File: src/verilog/eq_ctrl_pkg.sv
// Package for the equalizer override and mode control block.
// Assumes a single 50 MHz system clock and a serial register link sampled on it.
`default_nettype none

package eq_ctrl_pkg;

    // ------------------------------------------------------------------
    // Register offsets on the serial link
    // ------------------------------------------------------------------
    localparam logic [6:0] ADDR_DEVICE_ID = 7'h00;
    localparam logic [6:0] ADDR_STATUS = 7'h01;
    localparam logic [6:0] ADDR_MANUAL_LEN = 7'h02;
    localparam logic [6:0] ADDR_PIN_OVR = 7'h04;
    localparam logic [6:0] ADDR_EQ_CTRL = 7'h05;

    // ------------------------------------------------------------------
    // Field positions
    // ------------------------------------------------------------------
    localparam int HOLD_SEL_BIT = 0;
    localparam int HOLD_VAL_BIT = 1;
    localparam int OFF_SEL_BIT = 2;
    localparam int OFF_VAL_BIT = 3;
    localparam int COLOUR_SEL_BIT = 4;
    localparam int COLOUR_VAL_BIT = 5;
    localparam int INVERT_SEL_BIT = 6;
    localparam int INVERT_VAL_BIT = 7;
    localparam int LOCK_MODE_LSB = 0;
    localparam int NOISE_LSB = 2;
    localparam int CABLE_TYPE_BIT = 4;
    localparam int RW_BIT = 7;
    localparam int LEN_W = 6;

    // ------------------------------------------------------------------
    // Reset values
    // ------------------------------------------------------------------
    localparam logic [7:0] PIN_OVR_RESET = 8'h00;
    localparam logic [7:0] EQ_CTRL_RESET = 8'h00;
    localparam logic [5:0] MANUAL_LEN_RESET = 6'h00;

    // ------------------------------------------------------------------
    // Encodings
    // ------------------------------------------------------------------
    localparam logic [1:0] LOCK_CONT = 2'h0;
    localparam logic [1:0] LOCK_UNTIL_LOSS = 2'h1;
    localparam logic [1:0] LOCK_UNTIL_RESET = 2'h2;
    localparam logic [1:0] LOCK_MANUAL = 2'h3;
    localparam logic [1:0] NOISE_NONE = 2'h0;
    localparam logic [1:0] NOISE_MIN = 2'h1;
    localparam logic [1:0] NOISE_MAX = 2'h2;

    // ------------------------------------------------------------------
    // Timing
    // ------------------------------------------------------------------
    localparam int CLK_FREQ_KHZ = 50000;
    localparam int LOSS_TIME_MS = 1;
    localparam int LOSS_CYCLES = LOSS_TIME_MS * CLK_FREQ_KHZ;
    localparam int ADDR_BITS = 8;
    localparam int DATA_BITS = 8;

    typedef enum logic [1:0] {
        SER_ADDR,
        SER_DATA,
        SER_DONE
    } ser_state_e;

endpackage

`default_nettype wire

File: src/verilog/loss_timer.sv
// Signal-absence timer for the lock-until-signal-loss mode.
// Assumes its enable is a synchronous level on the same clock.
`default_nettype none

module loss_timer #(
    parameter int LOSS_CYCLES = 50000
) (
    // Clock and reset
    input wire logic clk,
    input wire logic sys_rst,
    // Control
    input wire logic count_en,
    // Result
    output logic loss_pulse
);
    import eq_ctrl_pkg::*;

    typedef struct packed {
        logic [31:0] cnt;
        logic fired;
        logic pulse;
    } timer_s;

    timer_s q;
    timer_s n;

    // Counts absence cycles and fires once when the minimum absence is reached.
    always_comb begin
        n = q;
        n.pulse = 1'b0;
        if (!count_en) begin
            n.cnt = 32'h0;
            n.fired = 1'b0;
        end else if (!q.fired) begin
            if (q.cnt == 32'(LOSS_CYCLES - 1)) begin
                n.pulse = 1'b1;
                n.fired = 1'b1;
            end else begin
                n.cnt = q.cnt + 32'h1;
            end
        end
    end

    // State register.
    always_ff @(posedge clk or posedge sys_rst) begin
        if (sys_rst) begin
            q <= '0;
        end else begin
            q <= n;
        end
    end

    assign loss_pulse = q.pulse;

endmodule // loss_timer

`default_nettype wire

File: src/verilog/eq_override_ctrl.sv
// Pin-override and equalization-mode register bank with its serial register link.
// Assumes serial clock, data and select are synchronous to clk and far slower than it.
`default_nettype none

module eq_override_ctrl #(
    parameter int LOSS_CYCLES = eq_ctrl_pkg::LOSS_CYCLES,
    // Identification value; arbitrary.
    parameter logic [7:0] DEVICE_ID_VALUE = 8'hA5
) (
    // Clock and reset
    input wire logic clk,
    input wire logic sys_rst,
    // Serial register link
    input wire logic serial_clk,
    input wire logic serial_sel_n,
    input wire logic serial_data_line_in,
    output logic serial_data_line_out,
    output logic serial_data_line_oe,
    // Control pins
    input wire logic hold_pin,
    input wire logic eq_off_pin,
    input wire logic colour_pin,
    input wire logic invert_pin,
    // Equalizer status
    input wire logic signal_present,
    input wire logic eq_settled,
    // Effective controls to the equalizer
    output logic eq_freeze,
    output logic eq_off,
    output logic colour_mode,
    output logic invert_input,
    output logic auto_polarity_en,
    output logic [1:0] lock_mode,
    output logic [1:0] noise_level,
    output logic cable_coax,
    output logic manual_len_en,
    output logic [eq_ctrl_pkg::LEN_W-1:0] manual_length,
    output logic restart_eq
);
    import eq_ctrl_pkg::*;

    // ------------------------------------------------------------------
    // State
    // ------------------------------------------------------------------
    typedef struct packed {
        logic ser_clk_prev;
        ser_state_e state;
        logic [3:0] bit_cnt;
        logic [7:0] shift;
        logic rd;
        logic [6:0] addr;
        logic data_out;
        logic data_oe;
        logic [7:0] pin_ovr;
        logic [7:0] eq_ctrl;
        logic [LEN_W-1:0] man_len;
        logic locked;
        logic eq_freeze;
        logic eq_off;
        logic colour;
        logic invert;
        logic auto_pol;
        logic [1:0] lock_mode;
        logic [1:0] noise;
        logic coax;
        logic manual;
        logic [LEN_W-1:0] man_len_out;
        logic restart;
    } ctrl_s;

    ctrl_s q;
    ctrl_s n;
    logic loss_pulse;
    logic timer_en;

    // Returns the readable value at a register address; unmapped reads as zero.
    function automatic logic [7:0] reg_read(input logic [6:0] a, input ctrl_s s, input logic sig);
        logic [7:0] v;
        v = 8'h00;
        case (a)
            ADDR_DEVICE_ID: v = DEVICE_ID_VALUE;
            ADDR_STATUS: v = {6'h00, s.locked, sig};
            ADDR_MANUAL_LEN: v = {2'h0, s.man_len};
            ADDR_PIN_OVR: v = s.pin_ovr;
            ADDR_EQ_CTRL: v = {3'h0, s.eq_ctrl[4:0]};
            default: v = 8'h00;
        endcase
        return v;
    endfunction

    // Chooses between pin and software value for one override pair.
    function automatic logic pick(input logic sel, input logic val, input logic pin);
        return sel ? val : pin;
    endfunction

    // ------------------------------------------------------------------
    // Signal-loss timer
    // ------------------------------------------------------------------
    assign timer_en = (q.lock_mode == LOCK_UNTIL_LOSS) && q.locked && !signal_present;

    loss_timer #(
        .LOSS_CYCLES(LOSS_CYCLES)
    ) u_loss_timer (
        .clk(clk),
        .sys_rst(sys_rst),
        .count_en(timer_en),
        .loss_pulse(loss_pulse)
    );

    // ------------------------------------------------------------------
    // Next-state logic
    // ------------------------------------------------------------------
    // Serial link, register writes and derivation of the effective controls.
    always_comb begin
        logic ser_clk_rise;
        logic [7:0] wdata;
        logic [7:0] rdata;
        logic hold_src;
        logic [1:0] mode;
        logic [1:0] filt;
        ser_clk_rise = 1'b0;
        wdata = 8'h00;
        rdata = 8'h00;
        hold_src = 1'b0;
        mode = 2'h0;
        filt = 2'h0;
        n = q;
        n.restart = 1'b0;
        n.ser_clk_prev = serial_clk;
        ser_clk_rise = serial_clk && !q.ser_clk_prev;

        // Serial frame handling; a dropped select aborts the frame.
        if (serial_sel_n) begin
            n.state = SER_ADDR;
            n.bit_cnt = 4'h0;
            n.data_oe = 1'b0;
            n.data_out = 1'b0;
        end else if (ser_clk_rise) begin
            case (q.state)
                SER_ADDR: begin
                    n.shift = {q.shift[6:0], serial_data_line_in};
                    n.bit_cnt = q.bit_cnt + 4'h1;
                    if (q.bit_cnt == 4'(ADDR_BITS - 1)) begin
                        n.rd = q.shift[RW_BIT - 1];
                        n.addr = {q.shift[5:0], serial_data_line_in};
                        n.bit_cnt = 4'h0;
                        n.state = SER_DATA;
                    end
                end
                SER_DATA: begin
                    n.bit_cnt = q.bit_cnt + 4'h1;
                    if (q.rd) begin
                        if (q.bit_cnt == 4'h0) begin
                            rdata = reg_read(q.addr, q, signal_present);
                            n.data_out = rdata[7];
                            n.shift = {rdata[6:0], 1'b0};
                            n.data_oe = 1'b1;
                        end else begin
                            n.data_out = q.shift[7];
                            n.shift = {q.shift[6:0], 1'b0};
                        end
                    end else begin
                        n.shift = {q.shift[6:0], serial_data_line_in};
                    end
                    if (q.bit_cnt == 4'(DATA_BITS - 1)) begin
                        n.state = SER_DONE;
                        if (!q.rd) begin
                            wdata = {q.shift[6:0], serial_data_line_in};
                            case (q.addr)
                                ADDR_MANUAL_LEN: n.man_len = wdata[LEN_W-1:0];
                                ADDR_PIN_OVR: n.pin_ovr = wdata;
                                ADDR_EQ_CTRL: n.eq_ctrl = {3'h0, wdata[4:0]};
                                default: n.man_len = q.man_len;
                            endcase
                        end
                    end
                end
                SER_DONE: begin
                    // Last read bit held through its falling edge, then released.
                    n.data_oe = 1'b0;
                    n.data_out = 1'b0;
                end
                default: begin
                    n.state = SER_ADDR;
                end
            endcase
        end

        hold_src = pick(q.pin_ovr[HOLD_SEL_BIT], q.pin_ovr[HOLD_VAL_BIT], hold_pin);
        n.eq_off = pick(q.pin_ovr[OFF_SEL_BIT], q.pin_ovr[OFF_VAL_BIT], eq_off_pin);
        n.colour = pick(q.pin_ovr[COLOUR_SEL_BIT], q.pin_ovr[COLOUR_VAL_BIT], colour_pin);
        n.invert = pick(q.pin_ovr[INVERT_SEL_BIT], q.pin_ovr[INVERT_VAL_BIT], invert_pin);

        mode = q.eq_ctrl[LOCK_MODE_LSB +: 2];
        n.lock_mode = mode;
        n.manual = (mode == LOCK_MANUAL);
        n.auto_pol = (mode != LOCK_MANUAL);
        n.coax = (mode == LOCK_MANUAL) && q.eq_ctrl[CABLE_TYPE_BIT];
        n.man_len_out = (mode == LOCK_MANUAL) ? q.man_len : MANUAL_LEN_RESET;

        filt = q.eq_ctrl[NOISE_LSB +: 2];
        case (filt)
            2'h0: n.noise = NOISE_NONE;
            2'h1: n.noise = NOISE_MIN;
            default: n.noise = NOISE_MAX;
        endcase

        // Lock tracking per mode; the board keeps the hold pin low here.
        case (mode)
            LOCK_UNTIL_LOSS: begin
                if (loss_pulse) begin
                    n.locked = 1'b0;
                    n.restart = 1'b1;
                end else if (eq_settled) begin
                    n.locked = 1'b1;
                end
            end
            LOCK_UNTIL_RESET: begin
                if (eq_settled) begin
                    n.locked = 1'b1;
                end
            end
            default: n.locked = 1'b0;
        endcase

        n.eq_freeze = hold_src || q.locked;
    end

    // ------------------------------------------------------------------
    // State register
    // ------------------------------------------------------------------
    // All state resets to constants; both control registers clear to zero.
    always_ff @(posedge clk or posedge sys_rst) begin
        if (sys_rst) begin
            q <= '0;
            q.pin_ovr <= PIN_OVR_RESET;
            q.eq_ctrl <= EQ_CTRL_RESET;
            q.man_len <= MANUAL_LEN_RESET;
            q.state <= SER_ADDR;
            q.auto_pol <= 1'b1;
        end else begin
            q <= n;
        end
    end

    // ------------------------------------------------------------------
    // Outputs
    // ------------------------------------------------------------------
    // Every output is a field of the state register.
    assign serial_data_line_out = q.data_out;
    assign serial_data_line_oe = q.data_oe;
    assign eq_freeze = q.eq_freeze;
    assign eq_off = q.eq_off;
    assign colour_mode = q.colour;
    assign invert_input = q.invert;
    assign auto_polarity_en = q.auto_pol;
    assign lock_mode = q.lock_mode;
    assign noise_level = q.noise;
    assign cable_coax = q.coax;
    assign manual_len_en = q.manual;
    assign manual_length = q.man_len_out;
    assign restart_eq = q.restart;

endmodule // eq_override_ctrl

`default_nettype wire

File: config.mk
export PLATFORM = sky130hd
export DESIGN_NAME = eq_override_ctrl
export DESIGN_NICKNAME = d
export VERILOG_FILES = /design/src/verilog/eq_ctrl_pkg.sv /design/src/verilog/loss_timer.sv /design/src/verilog/eq_override_ctrl.sv
export SDC_FILE = /design/constraint.sdc
export NUM_CORES = 1
export LEC_CHECK = 0
export BUFFER_PORTS_ARGS = -buffer_cell sky130_fd_sc_hd__buf_2
export CAP_MARGIN = 10
export CORE_MARGIN = 4
export CORE_UTILIZATION = 45
export DETAILED_ROUTE_END_ITERATION = 10
export GPL_ROUTABILITY_DRIVEN = 0
export GPL_TIMING_DRIVEN = 0
export PLACE_DENSITY = 0.7
export SLEW_MARGIN = 20
export SYNTH_ARGS = -nofsm -noshare
export SYNTH_HDL_FRONTEND = slang
export SYNTH_HIERARCHICAL = 1
export SYNTH_SLANG_ARGS = --single-unit
File: constraint.sdc
create_clock -name clk -period 2.64 [get_ports clk]
set_clock_uncertainty 0.2 [all_clocks]
set_input_delay 0.396 -clock clk [delete_from_list [all_inputs] [get_ports clk]]
set_output_delay 0.396 -clock clk [all_outputs]
set_load 0.02 [all_outputs]
## Word-level counts from Yosys, hierarchy flattened

Index checks and enable logic that the tools add are counted.

| storage, ports and cells | value |
|---|---|
| register bits | 97 |
| input bits | 11 |
| output and inout port bits | 20 |
| word-level logic and storage cells | 114 |

| operators by class | value |
|---|---|
| add/sub/neg operators | 2 |
| eq/ne operators | 21 |
| muxes and demuxes | 38 |
| bitwise logic cells | 2 |
| reduce and logical (&&, ||, !) cells | 25 |

Operators by type and width:

| kind | number |
|---|---|
| 2-to-1 mux 22 bit | 3 |
| 2-to-1 mux 46 bit | 1 |
| 2-to-1 mux 8 bit | 5 |
| case mux 8 bit (5 select lines) | 1 |
| 2-to-1 mux 34 bit | 1 |
| 2-to-1 mux 33 bit | 1 |
| adder 32 x 1 -> 32 bit (second input constant) | 1 |
| == test 32 x 16 -> 1 bit (second input constant) | 1 |
| 2-to-1 mux 32 bit | 1 |
| 2-to-1 mux 6 bit | 4 |
| case mux 12 bit (2 select lines) | 1 |
| AND reduction 6 bit | 3 |
| == test 7 x 3 -> 1 bit (second input constant) | 2 |
| inequality test 3 bit (second input constant) | 4 |
| AND reduction 4 bit | 3 |
| 2-to-1 mux 1 bit | 11 |
| == test 2 x 1 -> 1 bit (second input constant) | 4 |
| 2-to-1 mux 2 bit | 4 |
| inequality test 2 bit (second input constant) | 4 |
| case mux 2 bit (2 select lines) | 2 |
| == test 7 x 1 -> 1 bit (second input constant) | 1 |
| == test 7 x 2 -> 1 bit (second input constant) | 1 |
| zero test 7 bit | 1 |
| == test 2 bit (second input constant) | 3 |
| 15 further kinds | 25 |

## Logic depth before layout (Yosys ltp)

| logic depth | value |
|---|---|
| word-level depth | 7 |
| mapped depth | 8 |
| mapped depth without buffers | 6 |

## By module

Netlist, hierarchy kept.

By module, submodules not included:

| module | times used | cells each | area an instance (um^2) | sequential area each (um^2) |
|---|---|---|---|---|
| eq_override_ctrl | 1 | 250 | 2905.3 | 1577.8 |
| loss_timer | 1 | 198 | 1898.1 | 850.8 |

## Worst setup path after synthesis

No wires, ideal clock.

| timing | value |
|---|---|
| path type | input-to-reg |
| from | input port signal_present |
| to | register u_loss_timer/q[6] in the netlist's numbering |
| library setup time | 0.066 ns |
| arrival | 1.823 ns |
| data required time | 2.374 ns |
| path slack | 0.551 ns |
| stages on the path | 4 |
| buffers on the path | 0 |
| cell sequence | nor4bb_1 inv_1 or4_1 nand2_1 |

| between the ends | value |
|---|---|
| longest elaborated chain between the ends | 4 |
| elaborated cells between the ends (all ways) | 6 |
| classes of those cells | 2 x eq/ne; 1 x mux; 3 x reduce/logical |

RTL lines:

| element | RTL line | RTL |
|---|---|---|
| start, declared | eq_override_ctrl.sv:25 | `input wire logic signal_present,` |
| zero test 1 bit (*) | eq_override_ctrl.sv:99 | `assign timer_en = (q.lock_mode == LOCK_UNTIL_LOSS) && q.locked && !signal_present;` |
| logical AND 1 bit (*) | eq_override_ctrl.sv:99 |  |
| inequality test 2 bit (no source line) | -- |  |
| AND reduction 2 bit (no source line) | -- |  |
| end signal, assigned | loss_timer.sv:49 | `q <= n;` |
| end, declared | loss_timer.sv:24 | `timer_s q;` |

Mark *: on every way between the ends. The rest lies on a longest branch, timed or not.
A chain may end at the register's enable or synchronous reset.

==> flow_summary.toml <==
[status]
status = "finished clean"

[worst_setup_path]
reg2reg_slack_ps = 210
cp.arrival_ps = 2520
start_kind = "primary input"
crit_fanout = 8
worstRegToRegCells = 7
critPathSlowestCell = "dlygate4sd3_1"
cpPeakStageDelay_ps = 530
r2r_start = "q[59]"
crit_chain = "dlygate4sd3_1 > buf_2 > nor4b_4 > nand4_2 > nor3b_4 > mux2_2"
critPathTopFamily = "simple AND/OR/NAND/NOR gates"
cp.buffers_inverters = 2
crit_required_ps = 2690
worstSetupPathType = "in -> reg"
critPathCaptureType = "flop"
r2r_end = "q[56]"

[min_path]
holdPathEnd = "colour_mode"
hp-class = "in -> reg"
hp-start = "colour_pin"
hold_path_depth = 2

[detailed_routing]
vias_per_cell = 5.482
vias = 3470
drt_iter0_markers = 288
wl_um = 10020
drc = 0
detail-route-antenna-nets = 0
dr.pass1.iters = 4
wl_per_cell_um = 15.83

[synthesis]
synth-main-ff-cell = "dfrtp_1"
syn_nets = 465
ys_types = 63
synth.avg_cell_area_sq_um = 10.72
synth_edf_count = 0
async_flop_share = 1.000
synth_top_area_cell = "dfrtp_1"
ys_seq_area_frac = 0.5056
syn_area_sq_um = 4803
ys_warn_count = 6
synth_area_leaders = "dfrtp_1 50%, mux2_2 6.6%, and2_1 2.2%, nand2_1 2.2%, xor2_1 2.2%"
synthesis.instances = 448
synth_top_cell_area_share = 0.5001
ys_seq_elements = 97

[clock_network]
cts_tree = "done"
clkTransAtPathRegs_ps = 90
post_cts_buffers = 0
cts-buffers-inserted = 9
cts_htree_levels = 3
cts_sinks = 97
clkLatencyLatePin_ps = 360
clock_path_buffers = 2
cts_root_buffer = "clkbuf_8"

[sta]
tightest_slew_ps = 797.7
grt_setup_unrepaired = "false"
slew-limit-headroom = 0.4606
hold_viol = 0
maxSlewViolCount = 0
finalCritPeriodShare = 0.9360
setup_violations = 0
finalSetupTns_ps = 0
max_freq_ghz = 0.4047
period_needed_ps = 2471

[pwr]
peakVddDrop_mv = 0.2185
p_leak_uw = 0.002385
power.share.combinational = 0.044
seq_power_share = 0.608
power_density_nw_per_um2 = 477.7
clkPwrFrac = 0.348
fin_total_pwr_uw = 2566
p_sw_uw = 636.7
p_sw_frac = 0.2482
p_int_uw = 1929

[job]
cap_violations = 0

[die]
die_w_um = 111.3
initial_core_util = 0.4632
dieArea_sq_um = 12390
rows = 37
placeableCoreArea_sq_um = 10370
ioPinCount = 31
die_h_um = 111.3

[grt]
grt_overflow = 0
grt_antenna_before_repair = 0
grt_pass1_vias = 3421
grtUsageTotal = 0.1693
grt_max_degree = 55
grt_pass1_wl_um = 17270

[finish]
area_growth_pct = 11.83
drive_gt1_frac = 0.2274
fillCellCount = 949
fin_util = 0.5180
final_common_cell = "dfrtp_1"
num-nets-final = 509
final_cell_mix = "96 x dfrtp_1, 35 x buf_2, 28 x nand2_1, 28 x mux2_2, 24 x nor2_1"
diodes = 0

[placed_design]
dp_hpwl_um = 7195
port-buffer-count = 30
power groups by stage:
stage	registers (uW)	logic [uW]	clock network [uW]
final	1560	114	892
after global routing	1560	134	990
after CTS	1560	117	918
after detailed placement	1590	115	0
after global placement	1590	105	0
after floorplan	1570	72.5	0
how the worst max path moves through the flow:
stage	endpoint	slack, ps	startpoint	cells after the start
6_report	q[35]	170	serial_clk	6
5_1_grt	q[56]	20	q[59]	7
4_1_cts	u_loss_timer/q[16]	70	u_loss_timer/q[2]	7
3_5_place_dp	u_loss_timer/q[18]	140	u_loss_timer/q[23]	6
3_3_place_gp	manual_length[4]	-250	sys_rst	2
2_1_floorplan	cable_coax	480	sys_rst	1
stage by stage:
stage	setup WS [ps]	area [sq um]	std cells	hold WS, ps
after global routing	19.72	5371	633	64.79
final	169.1	5371	633	61.81
after global placement	-247.1	5124	614	257.6
after floorplan	475.9	4803	448	219.2
after detailed placement	136.3	5160	615	136.0
after CTS	73.95	5360	633	51.01
cell type report:
| type | count | area [sq um] | share of cell area |
|---|---|---|---|
| Tap cell | 136 | 170.2 | 0.03168 |
| Multi-Input combinational cell | 302 | 2142 | 0.3988 |
| Timing Repair Buffer | 33 | 197.7 | 0.03680 |
| Sequential cell | 97 | 2429 | 0.4521 |
| Inverter | 21 | 81.33 | 0.01514 |
| Buffer | 28 | 171.4 | 0.03191 |
| Clock inverter | 6 | 42.54 | 0.007920 |
| Clock buffer | 10 | 137.6 | 0.02562 |
synthesized netlist by cell type, types with 5 or more instances:
cell type / instances
a21oi_1: 11
ha_1: 6
a22o_1: 5
dfrtp_1: 96
mux2_2: 28
o21ai_0: 20
nor3_1: 17
buf_2: 5
nand4_1: 8
inv_1: 21
buf_4: 12
a21boi_0: 6
mux2i_1: 5
or3_1: 5
nor4_1: 8
nand2_1: 28
and2_1: 17
nand3_1: 15
nor2_1: 24
clkbuf_1: 8
nor2b_1: 12
or4_1: 6
xnor2_1: 8
xor2_1: 12
worst reg2reg max path: stages, from the launching register on:
cell      delay (ps)
dfrtp_1          440
inv_1             80
ha_1             140
nor3b_1          490
and2_1           200
clkbuf_1         340
nand4_1          230
o21ai_0          230
flip-flops by register name, summed over array words and instances (netlist names), 2 cells and up:
signal and flops:
lock_mode 2, u_loss_timer/q 33, noise_level 2, manual_length 6, q 41, n 2
cells by family after synthesis:
family                     Yosys count  synth area share
and+or+nand+nor                    178            0.2264
DFF                                 97            0.5056
AOI/OAI and AO/OA                   65           0.08779
buffers and inverters               49           0.05210
muxes                               33           0.07606
xor gates and xnor gates            20           0.03647
adders and majority gates            6           0.01563
routing by layer:
metal | track usage | share of wire | up-vias
met5 | 0 | 0 | -
met4 | 0.05515 | 0.012 | 0
met3 | 0.03821 | 0.050 | 11
met2 | 0.2461 | 0.45 | 90
met1 | 0.2511 | 0.49 | 1697
li1 | - | - | 1672
what timing repair did:
item	CTS	global route
endpoints found under the setup margin	0	7
resized for setup	0	2
endpoints found under the hold margin	42	0
hold buffers	2	0
No activity file was read; power rests on OpenSTA's default activity.
